**src/pkg/bks_pkg.sv**
```systemverilog
// Purpose: Shared constants and types for the boot kernel sequencer.
// Assumes: 100 MHz system clock; byte-wide boot ROM and external SRAM.
// Notes: Times are kept in their own units; cycle counts derive from them.
package bks_pkg;
	localparam int unsigned CLK_MHZ = 100;
	localparam int unsigned CLK_KHZ = CLK_MHZ * 1000;
	localparam longint unsigned CLK_HZ = 64'd100000000;

	// Supply settle, load deadline, pause and watchdog times
	localparam int unsigned T_RESET_MS = 20;
	localparam int unsigned T_LOADOK_MS = 150;
	localparam int unsigned T_PAUSE_MS = 2;
	localparam int unsigned T_WDOG_HALF_MS = 250;
	localparam int unsigned T_WDOG_MAX_MS = 1000;
	localparam int unsigned T_WDOG_PULSE_US = 15;
	localparam int unsigned RESET_CYC = T_RESET_MS * CLK_KHZ;
	localparam int unsigned LOADOK_CYC = T_LOADOK_MS * CLK_KHZ;
	localparam int unsigned PAUSE_CYC = T_PAUSE_MS * CLK_KHZ;
	localparam int unsigned WDOG_HALF_CYC = T_WDOG_HALF_MS * CLK_KHZ;
	localparam int unsigned WDOG_MAX_CYC = T_WDOG_MAX_MS * CLK_KHZ;
	localparam int unsigned WDOG_PULSE_CYC = T_WDOG_PULSE_US * CLK_MHZ;

	// Strobe widths: 15 wait states at power-up, then faster copy cycles
	localparam int unsigned WAIT_STATES = 15;
	localparam int unsigned T_FETCH_NS = 450;
	localparam int unsigned T_ROM_COPY_NS = 310;
	localparam int unsigned T_SRAM_WR_NS = 70;
	localparam int unsigned FETCH_CYC = (T_FETCH_NS * CLK_MHZ + 999) / 1000;
	localparam int unsigned ROM_COPY_CYC = (T_ROM_COPY_NS * CLK_MHZ + 999) / 1000;
	localparam int unsigned SRAM_WR_CYC = (T_SRAM_WR_NS * CLK_MHZ + 999) / 1000;

	// Memory map
	localparam logic [15:0] ROM_BOOT_BASE = 16'hC000;
	localparam logic [15:0] ROM_PROG_BASE = 16'hC600;
	localparam int unsigned BOOT_BYTES = 1536;
	localparam int unsigned ONCHIP_WORDS = 512;
	localparam int unsigned PROG_WORDS_DEF = 4096;
	localparam int unsigned PROG_WORDS_MAX = 14848;
	localparam int unsigned IDX_W = 14;
	localparam logic [7:0] SUM_GOOD = 8'h00;

	// Core clock synthesis from the crystal
	localparam longint unsigned XTAL_HZ = 64'd3869180;
	localparam longint unsigned PLL_MULT = 64'd10;
	localparam longint unsigned CORE_HZ = XTAL_HZ * PLL_MULT;
	localparam int unsigned NCO_W = 24;
	localparam logic [NCO_W-1:0] NCO_INC =
		NCO_W'((64'd2 * CORE_HZ * (64'd1 << NCO_W)) / CLK_HZ);

	// Pin synchroniser: {supply, key rows, rom data}
	localparam int unsigned SYNC_W = 13;
	localparam logic [SYNC_W-1:0] SYNC_RST = 13'h0F00;
	localparam int unsigned SYNC_SUPPLY = 12;
	localparam int unsigned SYNC_KEY_LO = 8;

	typedef enum logic [2:0] {
		ST_POWER = 3'h0,
		ST_FETCH = 3'h1,
		ST_PAUSE = 3'h2,
		ST_COPY = 3'h3,
		ST_CHECK = 3'h4,
		ST_RUN = 3'h5,
		ST_FAIL = 3'h6
	} bks_state_t;

	typedef enum logic [1:0] {
		PH_GAP = 2'h0,
		PH_READ = 2'h1,
		PH_WRITE = 2'h2
	} bks_phase_t;
endpackage

```
**src/pkg/bks_bus_if.sv**
```systemverilog
// Purpose: Memory bus between the sequencer and its select decoder.
// Assumes: All strobes active low.
// Notes: Combinational selects; the top registers them before the pins.
`timescale 1ns/1ps
interface bks_bus_if;
	logic [15:0] addr;
	logic rd_n;
	logic wr_n;
	logic ps_n;
	logic ds_n;
	logic rom_sel_n;
	logic sram_sel_n;
	modport seq (output addr, output rd_n, output wr_n, output ps_n, output ds_n,
		input rom_sel_n, input sram_sel_n);
	modport dec (input addr, input rd_n, input wr_n, input ps_n, input ds_n,
		output rom_sel_n, output sram_sel_n);
endinterface

```
**src/rtl/bks_decoder.sv**
```systemverilog
// Purpose: Chip-select glue for boot ROM and external SRAM.
// Assumes: Program space upper quarter is ROM, lowest quarter is SRAM.
// Notes: A data-space window also reaches the SRAM for run-time use.
`timescale 1ns/1ps
module bks_decoder import bks_pkg::*; (
	// Bus from the sequencer
	bks_bus_if.dec bus
);
	logic a15;
	logic a14;
	logic a5;
	logic a4;
	logic access;
	assign a15 = bus.addr[15];
	assign a14 = bus.addr[14];
	assign a5 = bus.addr[5];
	assign a4 = bus.addr[4];
	assign access = ~bus.rd_n | ~bus.wr_n;
	assign bus.rom_sel_n = ~(~bus.ps_n & a15 & a14 & ~bus.rd_n);
	assign bus.sram_sel_n = ~(access & ((~bus.ps_n & ~a15 & ~a14) |
		(~bus.ds_n & a15 & a14 & ~a5 & a4)));
endmodule // bks_decoder

```
**src/rtl/bks_top.sv**
```systemverilog
// Purpose: Power-up sequencing and boot load of the processor kernel.
// Assumes: ROM data stable before the end of each read strobe.
// Notes: Core clock output is NCO-derived, so it carries cycle jitter.
`timescale 1ns/1ps
// Overview of operation
// - Processor reset goes high about 20 ms after supply reaches 3.3 V.
// - Strap inputs C and B are held low across reset release.
// - Strap A stays high: key interrupt never pulled low during reset.
// - Load-success flag rises within 150 ms of power-on after a good load.
// - Boot page select is high whenever reset is asserted.
// - Watchdog kick changes state at least once per second while running.
// - Every watchdog kick level lasts at least 15 microseconds.
// - Core clock is crystal 3.86918 MHz times ten, 38.6918 MHz.
// - After reset, read 1536 boot bytes from ROM starting at $C000.
// - Power-up accesses use 15 wait states, ROM select low about 450 ns.
// - Pause a few milliseconds after boot block, then copy full program.
// - First 512 words go on-chip; SRAM select stays idle until then.
// - Copy reads select ROM about 310 ns, SRAM writes about 70 ns.
// - Selects decode from A15, A14, A5, A4 and the bus strobes.
// - Names ending in _N are active low, others active high.
module bks_top import bks_pkg::*; #(
	parameter int unsigned RESET_CYCLES = RESET_CYC,
	parameter int unsigned LOAD_DEADLINE_CYCLES = LOADOK_CYC,
	parameter int unsigned PAUSE_CYCLES = PAUSE_CYC,
	parameter int unsigned WDOG_HALF_CYCLES = WDOG_HALF_CYC,
	parameter int unsigned PROG_WORDS = PROG_WORDS_DEF
) (
	// Clock, reset, enable
	input wire logic CLOCK,
	input wire logic RST_N,
	input wire logic CE,
	// Pins from supply monitor and keypad
	input wire logic SUPPLY_OK,
	input wire logic [3:0] KEY_ROW_N,
	// Memory bus
	input wire logic [7:0] ROM_DATA,
	output logic [15:0] ADDR,
	output logic RD_N,
	output logic WR_N,
	output logic PROGRAM_SPACE_STROBE_N,
	output logic DATA_SPACE_STROBE_N,
	output logic ROM_SELECT_N,
	output logic SRAM_SELECT_N,
	output logic [7:0] SRAM_DATA,
	// Processor kernel control
	output logic PROC_RESET_N,
	output logic MODE_C,
	output logic MODE_B,
	output logic KEY_INTERRUPT_N_O,
	output logic KEY_INTERRUPT_N_OE_N,
	output logic BOOT_PAGE_SELECT,
	output logic LOAD_OK_FLAG,
	output logic WATCHDOG_KICK,
	output logic CORE_CLK
);
	if (WDOG_HALF_CYCLES < WDOG_PULSE_CYC || WDOG_HALF_CYCLES > WDOG_MAX_CYC)
		$error("watchdog half period out of range");
	if (PROG_WORDS <= ONCHIP_WORDS || PROG_WORDS > PROG_WORDS_MAX)
		$error("program length unsupported");
	if (RESET_CYCLES < 1 || PAUSE_CYCLES < 1 || LOAD_DEADLINE_CYCLES < RESET_CYCLES)
		$error("timing parameters unsupported");

	localparam logic [IDX_W-1:0] BOOT_LAST = IDX_W'(BOOT_BYTES);
	localparam logic [IDX_W-1:0] PROG_LAST = IDX_W'(PROG_WORDS);
	localparam logic [IDX_W-1:0] ONCHIP_END = IDX_W'(ONCHIP_WORDS);
	localparam logic [31:0] RESET_END = 32'(RESET_CYCLES - 1);
	localparam logic [31:0] PAUSE_END = 32'(PAUSE_CYCLES - 1);
	localparam logic [31:0] DEADLINE_END = 32'(LOAD_DEADLINE_CYCLES - 1);
	localparam logic [31:0] WDOG_END = 32'(WDOG_HALF_CYCLES - 1);
	localparam logic [7:0] FETCH_END = 8'(FETCH_CYC - 1);
	localparam logic [7:0] COPY_END = 8'(ROM_COPY_CYC - 1);
	localparam logic [7:0] WRITE_END = 8'(SRAM_WR_CYC - 1);

	bks_bus_if bus ();

	bks_decoder u_decoder (
		.bus(bus.dec)
	);

	// Pin synchronisers: a bit moves only once stages two and three agree
	logic [SYNC_W-1:0] sync1_q;
	logic [SYNC_W-1:0] sync2_q;
	logic [SYNC_W-1:0] sync3_q;
	logic [SYNC_W-1:0] filt_q;
	logic supply_f;
	logic [3:0] keys_f;
	logic [7:0] rom_f;

	always_ff @(posedge CLOCK or negedge RST_N) begin
		if (!RST_N) begin
			sync1_q <= SYNC_RST;
			sync2_q <= SYNC_RST;
			sync3_q <= SYNC_RST;
			filt_q <= SYNC_RST;
		end else if (CE) begin
			sync1_q <= {SUPPLY_OK, KEY_ROW_N, ROM_DATA};
			sync2_q <= sync1_q;
			sync3_q <= sync2_q;
			filt_q <= ((sync2_q ~^ sync3_q) & sync2_q) | ((sync2_q ^ sync3_q) & filt_q);
		end
	end

	assign supply_f = filt_q[SYNC_SUPPLY];
	assign keys_f = filt_q[SYNC_KEY_LO +: 4];
	assign rom_f = filt_q[7:0];

	// Boot sequencer
	bks_state_t state_q;
	bks_phase_t ph_q;
	logic [IDX_W-1:0] idx_q;
	logic [7:0] acc_q;
	logic [31:0] timer_q;
	logic [31:0] since_on_q;
	logic [15:0] addr_q;
	logic rd_n_q;
	logic wr_n_q;
	logic ps_n_q;
	logic [7:0] data_q;
	logic [7:0] sum_q;
	logic ext_write;

	assign ext_write = (state_q == ST_COPY) && (idx_q >= ONCHIP_END);

	always_ff @(posedge CLOCK or negedge RST_N) begin
		if (!RST_N) begin
			since_on_q <= '0;
		end else if (CE) begin
			if (!supply_f)
				since_on_q <= '0;
			else if (since_on_q != DEADLINE_END)
				since_on_q <= since_on_q + 32'h0000_0001;
		end
	end

	always_ff @(posedge CLOCK or negedge RST_N) begin
		if (!RST_N) begin
			state_q <= ST_POWER;
			ph_q <= PH_GAP;
			idx_q <= '0;
			acc_q <= '0;
			timer_q <= '0;
			addr_q <= '0;
			rd_n_q <= 1'b1;
			wr_n_q <= 1'b1;
			ps_n_q <= 1'b1;
			data_q <= '0;
			sum_q <= '0;
		end else if (CE) begin
			if (!supply_f) begin
				state_q <= ST_POWER;
				ph_q <= PH_GAP;
				timer_q <= '0;
				rd_n_q <= 1'b1;
				wr_n_q <= 1'b1;
				ps_n_q <= 1'b1;
			end else if (since_on_q == DEADLINE_END && state_q != ST_RUN) begin
				state_q <= ST_FAIL;
				rd_n_q <= 1'b1;
				wr_n_q <= 1'b1;
				ps_n_q <= 1'b1;
			end else begin
				case (state_q)
				ST_POWER: begin
					if (timer_q == RESET_END) begin
						state_q <= ST_FETCH;
						idx_q <= '0;
						sum_q <= '0;
						ph_q <= PH_GAP;
					end else begin
						timer_q <= timer_q + 32'h0000_0001;
					end
				end
				ST_FETCH, ST_COPY: begin
					case (ph_q)
					PH_GAP: begin
						if (state_q == ST_FETCH && idx_q == BOOT_LAST) begin
							state_q <= ST_PAUSE;
							timer_q <= '0;
						end else if (state_q == ST_COPY && idx_q == PROG_LAST) begin
							state_q <= ST_CHECK;
						end else begin
							ph_q <= PH_READ;
							rd_n_q <= 1'b0;
							ps_n_q <= 1'b0;
							if (state_q == ST_FETCH) begin
								addr_q <= ROM_BOOT_BASE + 16'(idx_q);
								acc_q <= FETCH_END;
							end else begin
								addr_q <= ROM_PROG_BASE + 16'(idx_q);
								acc_q <= COPY_END;
							end
						end
					end
					PH_READ: begin
						if (acc_q != 8'h00) begin
							acc_q <= acc_q - 8'h01;
						end else begin
							rd_n_q <= 1'b1;
							data_q <= rom_f;
							if (state_q == ST_COPY)
								sum_q <= sum_q + rom_f;
							if (ext_write) begin
								ph_q <= PH_WRITE;
								addr_q <= 16'(idx_q);
								wr_n_q <= 1'b0;
								acc_q <= WRITE_END;
							end else begin
								ps_n_q <= 1'b1;
								idx_q <= idx_q + 1'b1;
								ph_q <= PH_GAP;
							end
						end
					end
					PH_WRITE: begin
						if (acc_q != 8'h00) begin
							acc_q <= acc_q - 8'h01;
						end else begin
							wr_n_q <= 1'b1;
							ps_n_q <= 1'b1;
							idx_q <= idx_q + 1'b1;
							ph_q <= PH_GAP;
						end
					end
					default: ph_q <= PH_GAP;
					endcase
				end
				ST_PAUSE: begin
					if (timer_q == PAUSE_END) begin
						state_q <= ST_COPY;
						idx_q <= '0;
						ph_q <= PH_GAP;
					end else begin
						timer_q <= timer_q + 32'h0000_0001;
					end
				end
				ST_CHECK: begin
					if (sum_q == SUM_GOOD)
						state_q <= ST_RUN;
					else
						state_q <= ST_FAIL;
				end
				ST_RUN: state_q <= ST_RUN;
				ST_FAIL: state_q <= ST_FAIL;
				default: state_q <= ST_POWER;
				endcase
			end
		end
	end

	assign bus.addr = addr_q;
	assign bus.rd_n = rd_n_q;
	assign bus.wr_n = wr_n_q;
	assign bus.ps_n = ps_n_q;
	assign bus.ds_n = 1'b1;

	// Pin registers; selects decode the same strobes, so both reach the pins together
	always_ff @(posedge CLOCK or negedge RST_N) begin
		if (!RST_N) begin
			ADDR <= '0;
			RD_N <= 1'b1;
			WR_N <= 1'b1;
			PROGRAM_SPACE_STROBE_N <= 1'b1;
			DATA_SPACE_STROBE_N <= 1'b1;
			ROM_SELECT_N <= 1'b1;
			SRAM_SELECT_N <= 1'b1;
			SRAM_DATA <= '0;
		end else if (CE) begin
			ADDR <= addr_q;
			RD_N <= rd_n_q;
			WR_N <= wr_n_q;
			PROGRAM_SPACE_STROBE_N <= ps_n_q;
			DATA_SPACE_STROBE_N <= bus.ds_n;
			ROM_SELECT_N <= bus.rom_sel_n;
			SRAM_SELECT_N <= bus.sram_sel_n;
			SRAM_DATA <= data_q;
		end
	end

	// Kernel control pins
	always_ff @(posedge CLOCK or negedge RST_N) begin
		if (!RST_N) begin
			PROC_RESET_N <= 1'b0;
			MODE_C <= 1'b0;
			MODE_B <= 1'b0;
			KEY_INTERRUPT_N_O <= 1'b0;
			KEY_INTERRUPT_N_OE_N <= 1'b1;
			BOOT_PAGE_SELECT <= 1'b1;
			LOAD_OK_FLAG <= 1'b0;
		end else if (CE) begin
			PROC_RESET_N <= (state_q != ST_POWER);
			MODE_C <= 1'b0;
			MODE_B <= 1'b0;
			KEY_INTERRUPT_N_O <= 1'b0;
			// Released while in reset so the pull-up sets strap A high
			KEY_INTERRUPT_N_OE_N <= (state_q == ST_POWER) || (&keys_f);
			BOOT_PAGE_SELECT <= (state_q != ST_RUN);
			LOAD_OK_FLAG <= (state_q == ST_RUN);
		end
	end

	// Watchdog: each level held a full half period, which may be as short as the minimum
	logic [31:0] wdog_q;
	always_ff @(posedge CLOCK or negedge RST_N) begin
		if (!RST_N) begin
			wdog_q <= '0;
			WATCHDOG_KICK <= 1'b0;
		end else if (CE) begin
			if (state_q != ST_RUN) begin
				wdog_q <= '0;
				WATCHDOG_KICK <= 1'b0;
			end else if (wdog_q == WDOG_END) begin
				wdog_q <= '0;
				WATCHDOG_KICK <= ~WATCHDOG_KICK;
			end else begin
				wdog_q <= wdog_q + 32'h0000_0001;
			end
		end
	end

	// Core clock: fractional toggle rate, average set by the truncated NCO_INC, edges jitter one cycle
	logic [NCO_W-1:0] nco_q;
	logic nco_carry;
	logic [NCO_W-1:0] nco_sum;
	assign {nco_carry, nco_sum} = {1'b0, nco_q} + {1'b0, NCO_INC};
	always_ff @(posedge CLOCK or negedge RST_N) begin
		if (!RST_N) begin
			nco_q <= '0;
			CORE_CLK <= 1'b0;
		end else if (CE) begin
			nco_q <= nco_sum;
			if (nco_carry)
				CORE_CLK <= ~CORE_CLK;
		end
	end
endmodule // bks_top

```
**config.mk**
```make
export PLATFORM = sky130hd
export DESIGN_NAME = bks_top
export DESIGN_NICKNAME = d
export VERILOG_FILES = /design/src/pkg/bks_pkg.sv /design/src/pkg/bks_bus_if.sv /design/src/rtl/bks_decoder.sv /design/src/rtl/bks_top.sv
export SDC_FILE = /design/constraint.sdc
export NUM_CORES = 1
export LEC_CHECK = 0
export BUFFER_PORTS_ARGS = -buffer_cell sky130_fd_sc_hd__buf_2
export CAP_MARGIN = 20
export CORE_ASPECT_RATIO = 1.25
export CORE_UTILIZATION = 69
export CTS_BUF_LIST = sky130_fd_sc_hd__clkbuf_4 sky130_fd_sc_hd__clkbuf_8
export CTS_CLUSTER_DIAMETER = 200
export CTS_CLUSTER_SIZE = 14
export DETAILED_ROUTE_END_ITERATION = 6
export GPL_TIMING_DRIVEN = 1
export PLACE_DENSITY_LB_ADDON = 0.2
export REMOVE_ABC_BUFFERS = 1
export SLEW_MARGIN = 15
export SYNTH_ARGS = -nofsm -noshare
export SYNTH_HDL_FRONTEND = slang
export SYNTH_SLANG_ARGS = --single-unit
```
**constraint.sdc**
```tcl
create_clock -name CLOCK -period 5.9 [get_ports CLOCK]
set_input_delay 0.59 -clock CLOCK [delete_from_list [all_inputs] [get_ports CLOCK]]
set_output_delay 0.59 -clock CLOCK [all_outputs]
set_load 0.01 [all_outputs]
```
# Word level (Yosys, flattened, before mapping)
# Index checks and enable logic that the tools add are counted.
[word_totals]
ff_bits = 269
in_bits = 16
out_inout_bits = 39
elab_cells = 230
[op_classes]
n_addsub = 9
n_lt_le_gt_ge = 1
eq_ne = 58
mux = 77
n_bitwise = 23
n_reduce_logical = 31
[op_table]
columns = ["cell", "n"]
rows = [
  ["2-to-1 mux 32 bit", 10],
  ["adder 32 x 1 -> 32 bit, second input constant", 3],
  ["case mux 32 bit (3 select lines)", 1],
  ["2-to-1 mux 16 bit", 5],
  ["2-to-1 mux 8 bit", 9],
  ["2-to-1 mux 14 bit", 5],
  ["inequality test 4 bit, second input constant", 12],
  ["case mux 14 bit (3 select lines)", 1],
  ["adder 15 x 15 -> 16 bit, first input constant", 2],
  ["equality test 32 x 18 -> 1 bit, second input constant", 1],
  ["equality test 32 x 21 -> 1 bit, second input constant", 1],
  ["equality test 32 x 24 -> 1 bit, second input constant", 1],
  ["equality test 32 x 25 -> 1 bit, second input constant", 1],
  ["inequality test 32 x 24 -> 1 bit, second input constant", 1],
  ["case mux 16 bit (2 select lines)", 1],
  ["inequality test 3 bit, second input constant", 10],
  ["case mux 14 bit (2 select lines)", 1],
  ["AND reduction 9 bit", 3],
  ["AND 13 bit", 2],
  ["adder 24 x 24 -> 25 bit, second input constant", 1],
  ["case mux 8 bit (3 select lines)", 1],
  ["2-to-1 mux 3 bit", 7],
  ["2-to-1 mux 2 bit", 10],
  ["inequality test 2 bit, second input constant", 10],
  ["other kinds (47)", 100],
]

# Logic depth before layout (Yosys ltp)
# Gate-level depths: netlist of the first run.
[logic_depth]
depth_word = 8
depth_mapped = 10
depth_no_buf = 8

# Hierarchy
# From an unflattened synthesis of the first run, not the netlist that was laid out.
[unflattened]
cells_unflattened = 1335
hier_area_um2 = 13394.1
[by_module_without_submodules]
columns = ["module", "n_inst", "cells_each", "area_per_inst_um2", "seq_area_each_um2"]
rows = [
  ["bks_top", 1, 1331, 13351.6, 6764.0],
  ["bks_decoder", 1, 4, 42.5, 0.0],
]

# Least setup slack after synthesis of the first run
# No wires, ideal clock.
[synth_path]
path_kind = "register to register"
startpoint = "register idx_q[0]"
endpoint = "register addr_q[10]"
arrival_time_ps = 2475
setup_slack_ps = 3300
path_stages_with_launch = 11
n_path_buf = 2
path_cell_list = "dfrtp_1 > inv_1 > ha_1 > or4b_2 > a2111oi_4 > and2_1 > or4_1 > buf_4 > nor2_4 > buf_6 > mux2_4"
[synth_between]
elab_chain_cells = 5
[synth_lines]
columns = ["item", "line_no", "source"]
rows = [
  ["start, declared", "bks_top.sv:110", "logic [IDX_W-1:0] idx_q;"],
  ["start signal, assigned", "bks_top.sv:209", "idx_q <= idx_q + 1'b1;"],
  ["start signal, assigned", "bks_top.sv:220", "idx_q <= idx_q + 1'b1;"],
  ["adder 15 x 15 -> 16 bit (on tied branches)", "bks_top.sv:189, bks_top.sv:186", ""],
  ["2-to-1 mux 16 bit", "bks_top.sv:185", "if (state_q == ST_FETCH) begin"],
  ["2-to-1 mux 16 bit", "bks_top.sv:179", "end else if (state_q == ST_COPY && idx_q == PROG_LAST) begin"],
  ["2-to-1 mux 16 bit", "bks_top.sv:176", "if (state_q == ST_FETCH && idx_q == BOOT_LAST) begin"],
  ["case mux 16 bit (2 select lines)", "bks_top.sv:174", "case (ph_q)"],
  ["end signal, assigned", "bks_top.sv:186", "addr_q <= ROM_BOOT_BASE + 16'(idx_q);"],
  ["end signal, assigned", "bks_top.sv:189", "addr_q <= ROM_PROG_BASE + 16'(idx_q);"],
  ["end signal, assigned", "bks_top.sv:204", "addr_q <= 16'(idx_q);"],
  ["end, declared", "bks_top.sv:114", "logic [15:0] addr_q;"],
]
# Parallel ways exist; a longest one is shown, timed or not. The select of a mux whose other input is x is not followed.
# A chain may end at the register's enable or synchronous reset.

# Worst setup path in the final report of the first run
[layout_path]
startpoint = "register since_on_q[26]"
endpoint = "register timer_q[31]"
[layout_between]
elab_chain_cells = 4
[layout_lines]
columns = ["item", "line_no", "source"]
rows = [
  ["start, declared", "bks_top.sv:113", "logic [31:0] since_on_q;"],
  ["start signal, assigned", "bks_top.sv:131", "since_on_q <= since_on_q + 32'h0000_0001;"],
  ["equality test 32 x 24 -> 1 bit", "bks_top.sv:156", "end else if (since_on_q == DEADLINE_END && state_q != ST_RUN) begin"],
  ["logical AND 1 bit", "bks_top.sv:156", ""],
  ["inequality test 2 bit (no source line)", "n/a", ""],
  ["AND reduction 7 bit (no source line)", "n/a", ""],
  ["end signal, assigned", "bks_top.sv:170", "timer_q <= timer_q + 32'h0000_0001;"],
  ["end signal, assigned", "bks_top.sv:233", "timer_q <= timer_q + 32'h0000_0001;"],
  ["end, declared", "bks_top.sv:112", "logic [31:0] timer_q;"],
]
# No other way between the ends.

==> metrics.md, run 1 <==
| Metric | Value |
|---|---|
| Final hold viol count | `0` |
| Max-Cap Viols | `0` |
| Mapped Cells | `1366` |
| P per Cell Area | `319 nW/um^2` |
| CTS HTree Levels | `1` |
| Worst Path Class, Setup | `flop to flop` |
| Slew HR | `30.3%` |
| Startpoint Class | `flop` |
| Total global routing overflow | `0` |
| Compound-cell area share of the yosys netlist | `13.0%` |
| Initial antenna violation count | `0` |
| WL/cell | `17.7 microns` |
| CTS tree | `built` |
| Final Setup Violations | `0` |
| IO Port Bufs | `50` |
| Setup TNS | `0 ns` |
| CP endpoint kind | `flop` |
| Layout Cells excl Fill | `1666` |
| Resize count post-CTS | `0` |
| Routed WL | `29.6 mm` |
| Gpl congestion | `0.883` |
| EDFF count, synth | `0` |
| Clk slew on worst S/H paths | `0.10 ns` |
| FILL cells | `1353` |
| Placed instance area | `14300 sq um` |
| Yosys reg bits | `269` |
| Mux share of post-synthesis cell area | `8.17%` |
| Synth Cell Area | `13900 sq um` |
| Setup Buffers After CTS | `0` |
| Max Freq | `313 MHz` |
| Final worst path period share | `54.1%` |
| Fraction of layout cells with a size suffix above 1 | `17.6%` |
| Placed wire-length estimate | `19.5 mm` |
| Num ports | `55` |
| Number of DRC markers in iteration 0 | `951` |
| Cells after DPL | `1626` |
| Vias | `10700` |
| Adder-Cell Fraction of Synth Area | `3.29%` |
| Clock buffer count from CTS | `23` |
| Synth unique cells | `82` |
| Min-Delay Path Class | `input port to asynchronous set/reset pin` |
| ANT cells | `0` |
| Largest family of logic cells by synthesized area | `simple AND/OR/NAND/NOR gates` |
| Post-synthesis sequential area ratio | `48.5%` |
| Unrepaired setup endpoints after global routing | `false` |
| Vias in the first global route | `10600` |
| Highest ir drop seen on vdd | `327 uV` |
| GRT Util Overall | `29.6%` |
| Hold Buf Count CTS | `0` |
| Global-route wire length before repair | `50.3 mm` |
| Post-Synth XOR/XNOR Area | `5.22%` |
| Vias per cell | `6.41` |
| Worst slew pin tran | `1.04 ns` |
| DRC | `0` |
| Final nets | `1438` |
| Largest net degree at the start of global routing | `139` |
| Clk_lat worst skew | `0.55 ns` |
| Post-DRT Antenna Nets | `0` |
| Area Overhead vs Synth | `6.16%` |
| Status | `finished, final reports clean` |
| Post-route cell area | `14800 sq um` |
| Slew Limit Fails | `0` |
| Leak Pwr | `0.00638 uW` |
| Die span in y | `161 microns` |
| Core area | `19600 sq um` |
| Synth Flop Type | `dfrtp_1` |
| Initial Utilization | `71.1%` |
| CP Max Fanout | `25` |
| Width of the die | `129 microns` |
| Clock sink count | `269` |
| Post-synthesis simple-gate area fraction | `18.7%` |
| Final Util | `75.4%` |
| Synth Area per Inst | `10.2 sq um` |
| Async SR Flop Fraction | `100%` |
| Tmin final | `3.19 ns` |
| Root Driver | `clkbuf_8` |
| First-pass DRT Iterations | `6` |
| Required time worst endpoint | `6.34 ns` |
| Synth warnings | `0` |
| Row cnt | `57` |
| Worst Skew | `0.0277 ns` |
| Die area | `20800 sq um` |
| Arrival time worst endpoint | `3.63 ns` |
| Max clock buf depth | `3` |
==> worst max-delay path, stage by stage (launching register included) <==
cell and delay [ns]:
dfrtp_1 0.45, nor4_1 0.51, nand4_1 0.33, o31ai_2 0.33
buf_4 0.34, or4_1 0.71, nor4_1 0.13, a221o_1 0.29
==> placed cells by master, fill, tap and decap left out, types with 18 or more instances in the layout <==
cell type / instances
a21oi_1: 37
and3_1: 18
buf_2: 48
clkbuf_8: 23
dfrtp_1: 243
dfstp_2: 26
ha_1: 35
inv_1: 32
mux2_2: 86
nand2_1: 139
nand3_1: 53
nand4_1: 38
nor2_1: 118
nor3_1: 33
nor4_1: 24
o21ai_0: 71
xnor2_1: 41
xor2_1: 42
==> cell families (layout without fill, tap and decap cells) <==
family,Yosys count,count (layout)
muxes,98,98
other,2,4
and+or+nand+nor,516,516
xor gates and xnor gates,83,83
AOI/OAI and AO/OA,259,259
adders and majority gates,36,36
DFF,269,269
buffers and inverters,103,136
==> power by group <==
part	internal [uW]	leakage [uW]	switching, uW
Sequential	2140	0.00348	259
Combinational	499	0.00265	740
Clock	470	0.000246	606
==> flip-flops by register name, summed over array words and instances (netlist names), 2 cells and up <==
register,cells
addr_q,16
sync1_q,13
nco_q,24
ph_q,2
wdog_q,32
data_q,8
acc_q,8
sum_q,8
timer_q,32
state_q,3
sync2_q,13
since_on_q,32
sync3_q,13
idx_q,14
filt_q,13
SRAM_DATA,8
ADDR,16
==> layer usage <==
metal  GRT usage (%)  wire (microns)
met5               0               0
met4            10.1             660
met3            3.70            1350
met2            50.5           15000
met1            39.0           12500
==> synthesized netlist by cell type, drive strengths merged, types with 6 or more instances <==
library cell | instances | area, sq um
a211oi | 10 | 87.6
o21a | 6 | 46.3
dfstp | 26 | 683
nand3 | 53 | 265
or3 | 16 | 100
or2 | 6 | 37.5
mux2 | 96 | 1120
nand4 | 38 | 238
a31oi | 17 | 106
o311ai | 24 | 210
clkbuf | 53 | 199
o21ai | 73 | 365
ha | 35 | 438
nand2 | 139 | 522
o221ai | 7 | 61.3
o31ai | 14 | 110
buf | 17 | 110
xor2 | 42 | 368
nand2b | 6 | 37.5
or4 | 12 | 93.8
o41ai | 9 | 86.3
xnor2 | 41 | 359
o211ai | 7 | 57.6
nor3 | 33 | 165
and4 | 13 | 114
and2 | 14 | 87.6
a21oi | 37 | 185
and3 | 18 | 113
dfrtp | 243 | 6080
nor4 | 26 | 175
inv | 32 | 120
a211o | 10 | 87.6
nor2 | 119 | 454
==> final cells by class <==
type	instances	area [sq um]	area share (%)
multi-input combinational	996	6750	45.6
tap	265	332	2.24
timing repair buffer	63	373	2.52
sequential	269	6760	45.7
inverter	33	124	0.837
clock buffer	39	437	2.95
clock inverter	1	16.3	0.110
==> metrics by stage <==
| step | power (uW) | hold WS [ns] | worst slack (ns) |
|---|---|---|---|
| final | 4710 | 0.0536 | 2.71 |
| after global routing | 5000 | 0.162 | 2.44 |
| after CTS | 4740 | 0.137 | 2.76 |
| after detailed placement | 3660 | 0.463 | 2.80 |
| after global placement | 3590 | 0.457 | 2.81 |
| after floorplan | 3240 | 0.294 | 2.79 |
==> path summary, 6_finish.rpt <==
kind / start / endpoint / slack, ns / cells after the start
setup / recovery: since_on_q[26]$_DFFE_PN0P_ / timer_q[31]$_DFFE_PN0P_ / 2.71 / 7
max in group asynchronous: RST_N / SRAM_DATA[0]$_DFFE_PN0P_ / 4.55 / 2
hold reg to reg: nco_q[8]$_DFFE_PN0P_ / nco_q[8]$_DFFE_PN0P_ / 0.48 / 1
hold / removal: RST_N / wdog_q[14]$_DFFE_PN0P_ / 0.05 / 1
min in group CLOCK: KEY_ROW_N[3] / sync1_q[11]$_DFFE_PN1P_ / 0.27 / 2
setup reg to reg: since_on_q[26]$_DFFE_PN0P_ / timer_q[31]$_DFFE_PN0P_ / 2.71 / 7
Note: power is estimated with default switching activity, not from simulation.
==> run 2, diff against run 1 <==
CORE_UTILIZATION = 58   (was 69)
clock period = 2.8 ns   (was 5.9 ns; I/O delays follow)
==> run 2 against run 1 <==
  * Die area rose by 19%
  * Sequential power rose by 110%
  * Sequential cell count did not move
  * Critical path depth did not move
  * Non-clock buffer count rose by 67
  * Clock skew fell by 0.0020 ns
  * Power rose by 120%
  * Critical path type unchanged
==> metrics.md, run 2 (synthesis results as in run 1) <==
| Metric | Value |
|---|---|
| IO Port Bufs | `50 (unchanged)` |
| Final hold viol count | `0 (unchanged)` |
| Final worst path period share | `96.5% (+42 points)` |
| Row cnt | `63 (+11%)` |
| Max-Cap Viols | `0 (unchanged)` |
| Initial Utilization | `58.9% (-12 points)` |
| CTS HTree Levels | `1 (unchanged)` |
| Slowest cell on the critical path | `or4b_1` |
| Final nets | `1505 (+4.7%)` |
| Arrival time worst endpoint | `3.14 ns (-0.49 ns)` |
| Area Overhead vs Synth | `11.0%` |
| Critical-path cell list | `or4b_1 -> or4_4 -> a211oi_4 -> buf_4 -> o2111ai_4 -> o21ai_0 -> o31ai_1` |
| Global-route wire length before repair | `51.1 mm (+1.7%)` |
| WL/cell | `17.0 microns (-4.3%)` |
| Die area | `24700 sq um (+19%)` |
| Largest net degree at the start of global routing | `112 (-19%)` |
| Reg2reg path depth | `7 (unchanged)` |
| Max Freq | `370 MHz (+18%)` |
| Hold WS | `0.0834 ns (+0.0298 ns)` |
| Register area | `6760 sq um (unchanged)` |
| Worst Path Class, Setup | `flop to flop` |
| Gpl congestion | `0.877 (-0.75%)` |
| Root Driver | `clkbuf_8` |
| Hold Startpoint | `CE` |
| Tmin final | `2.70 ns (-0.493 ns)` |
| Top cell family by delay on the critical path | `compound AO/OA/AOI/OAI gates` |
| Core area | `23600 sq um (+21%)` |
| CP endpoint kind | `flop` |
| Worst slew pin tran | `0.717 ns (-0.320 ns)` |
| Vias per cell | `6.07 (-5.2%)` |
| Biggest regs | `since_on_q (32), timer_q (32), wdog_q (32)` |
| ANT cells | `0 (unchanged)` |
| Final Util | `65.4% (-10 points)` |
| Worst Hold Path EP | `ph_q[1]$_DFFE_PN0P_` |
| Width of the die | `141 microns (+8.9%)` |
| Startpoint Class | `flop` |
| Vias | `10700 (+0.21%)` |
| Placed wire-length estimate | `20.0 mm (+2.6%)` |
| Worst R2R Setup Slack | `0.1 ns (-2.61 ns)` |
| Final Setup Violations | `0 (unchanged)` |
| Vias in the first global route | `10700 (+0.59%)` |
| Highest ir drop seen on vdd | `506 uV (+55%)` |
| Leak Pwr | `0.00675 uW (+5.7%)` |
| CP Max Fanout | `16 (-36%)` |
| Hold Crit Depth | `2` |
| Tot Pwr | `10200 uW (+120%)` |
| Status | `finished, final reports clean` |
| Max stage delay on crit path | `0.52 ns (-0.19 ns)` |
| RR Startpoint | `timer_q[11]$_DFFE_PN0P_` |
| Area of the multi-input gates | `6790 sq um (+0.52%)` |
| Max clock buf depth | `3 (unchanged)` |
| Min-Delay Path Class | `input port to flop` |
| Num ports | `55 (unchanged)` |
| Fraction of layout cells with a size suffix above 1 | `20.8% (+3.1 points)` |
| Layout Cells excl Fill | `1761 (+5.7%)` |
| Cells after DPL | `1704 (+4.8%)` |
| Buf+Inv Stages, Crit Path | `1 (unchanged)` |
| GRT Util Overall | `25.0% (-4.6 points)` |
| Final worst setup slack | `0.0994 ns (-2.61 ns)` |
| Worst Skew | `0.0257 ns (-0.00198 ns)` |
| Routed WL | `29.9 mm (+1.1%)` |
| Initial antenna violation count | `0 (unchanged)` |
| Die span in y | `175 microns (+9.0%)` |
| Highest-count cells in the layout ignoring fill and taps | `dfrtp_1 (243), nand2_1 (139), nor2_1 (118)` |
| Slew Limit Fails | `0 (unchanged)` |
| Slew HR | `52.0% (+22 points)` |
| Clock sink count | `269 (unchanged)` |
| Commonest non-fill, non-tap cell in the layout | `dfrtp_1` |
| Pre-CTS setup slack | `0.0238 ns (-2.77 ns)` |
| First-pass DRT Iterations | `4 (-2)` |
| DRC | `0 (unchanged)` |
| Number of DRC markers in iteration 0 | `447 (-53%)` |
| Clk_lat worst skew | `0.56 ns (about the same)` |
| CTS tree | `built` |
| Terminus of the critical flop-to-flop path | `idx_q[5]$_DFFE_PN0P_` |
| Post-DRT Antenna Nets | `0 (unchanged)` |
| Total global routing overflow | `0 (unchanged)` |
| FILL cells | `1872 (+38%)` |
| Clock buffer count from CTS | `23 (unchanged)` |
| Clk slew on worst S/H paths | `0.11 ns (about the same)` |
| P per Cell Area | `658 nW/um^2 (+110%)` |
| Required time worst endpoint | `3.23 ns (-3.11 ns)` |
-- run 2: cell types whose count changed in the layout (fill, tap and decap cells not counted), moves of 2 or more --
cell / change
nor4_1: -2
buf_4: +47
o311ai_0: -4
clkbuf_4: +2
buf_12: +5
o311ai_1: +4
nor4_2: +2
o21ai_1: +2
o21ai_0: -2
dlygate4sd3_1: +14
-- run 2: area by class of cell --
type	instances	share of cell area, %
inverter	33	0.801
timing repair buffer	130	6.29
tap	292	2.36
clock buffer	40	2.87
sequential	269	43.7
multi-input combinational	996	43.9
clock inverter	1	0.105
-- run 2: worst reg2reg max path, cell delays in order, from the launching register on --
cell and delay, ns:
dfrtp_1 0.39, or4b_1 0.52, or4_4 0.47, a211oi_4 0.36
buf_4 0.20, o2111ai_4 0.25, o21ai_0 0.29, o31ai_1 0.10
-- run 2: worst max-delay path by stage --
stage | from | endpoint | depth (start not counted)
floorplan | since_on_q[12]$_DFFE_PN0P_ | timer_q[14]$_DFFE_PN0P_ | 6
global placement | state_q[1]$_DFFE_PN0P_ | idx_q[13]$_DFFE_PN0P_ | 7
detailed placement | state_q[1]$_DFFE_PN0P_ | idx_q[13]$_DFFE_PN0P_ | 7
CTS | state_q[1]$_DFFE_PN0P_ | idx_q[13]$_DFFE_PN0P_ | 7
global route | since_on_q[26]$_DFFE_PN0P_ | state_q[1]$_DFFE_PN0P_ | 8
finish | timer_q[11]$_DFFE_PN0P_ | idx_q[5]$_DFFE_PN0P_ | 7
-- run 2: power breakdown --
| part | switching [uW] | leakage [uW] | internal [uW] |
|---|---|---|---|
| clock | 1300 | 0.000250 | 1010 |
| combinational | 1640 | 0.00301 | 1220 |
| sequential | 506 | 0.00348 | 4510 |
| total | 3440 | 0.00675 | 6740 |
-- run 2: what timing repair did --
| item | CTS | global route |
|---|---|---|
| setup buffers | 0 | 1 |
| hold buffers | 14 | 0 |
| resized for setup | 0 | 12 |
| hold endpoints to repair | 90 | 0 |
| endpoints found under the setup margin | 0 | 39 |
-- run 2: stage by stage --
step,area [sq um],TNS (ns)
detailed placement,14800,0
global route,15500,-0.0189
CTS,15400,0
global placement,14800,0
finish,15500,0
floorplan,13600,-7.06
-- run 2: routing by layer --
layer  global-route usage [%]  vias up  part of all wire [%]
li1                         -     5166                     -
met1                     32.9     5258                    45
met2                     43.1      228                    49
met3                     3.44       46                   4.4
met4                     6.88        0                   1.8
met5                        0        -                     0
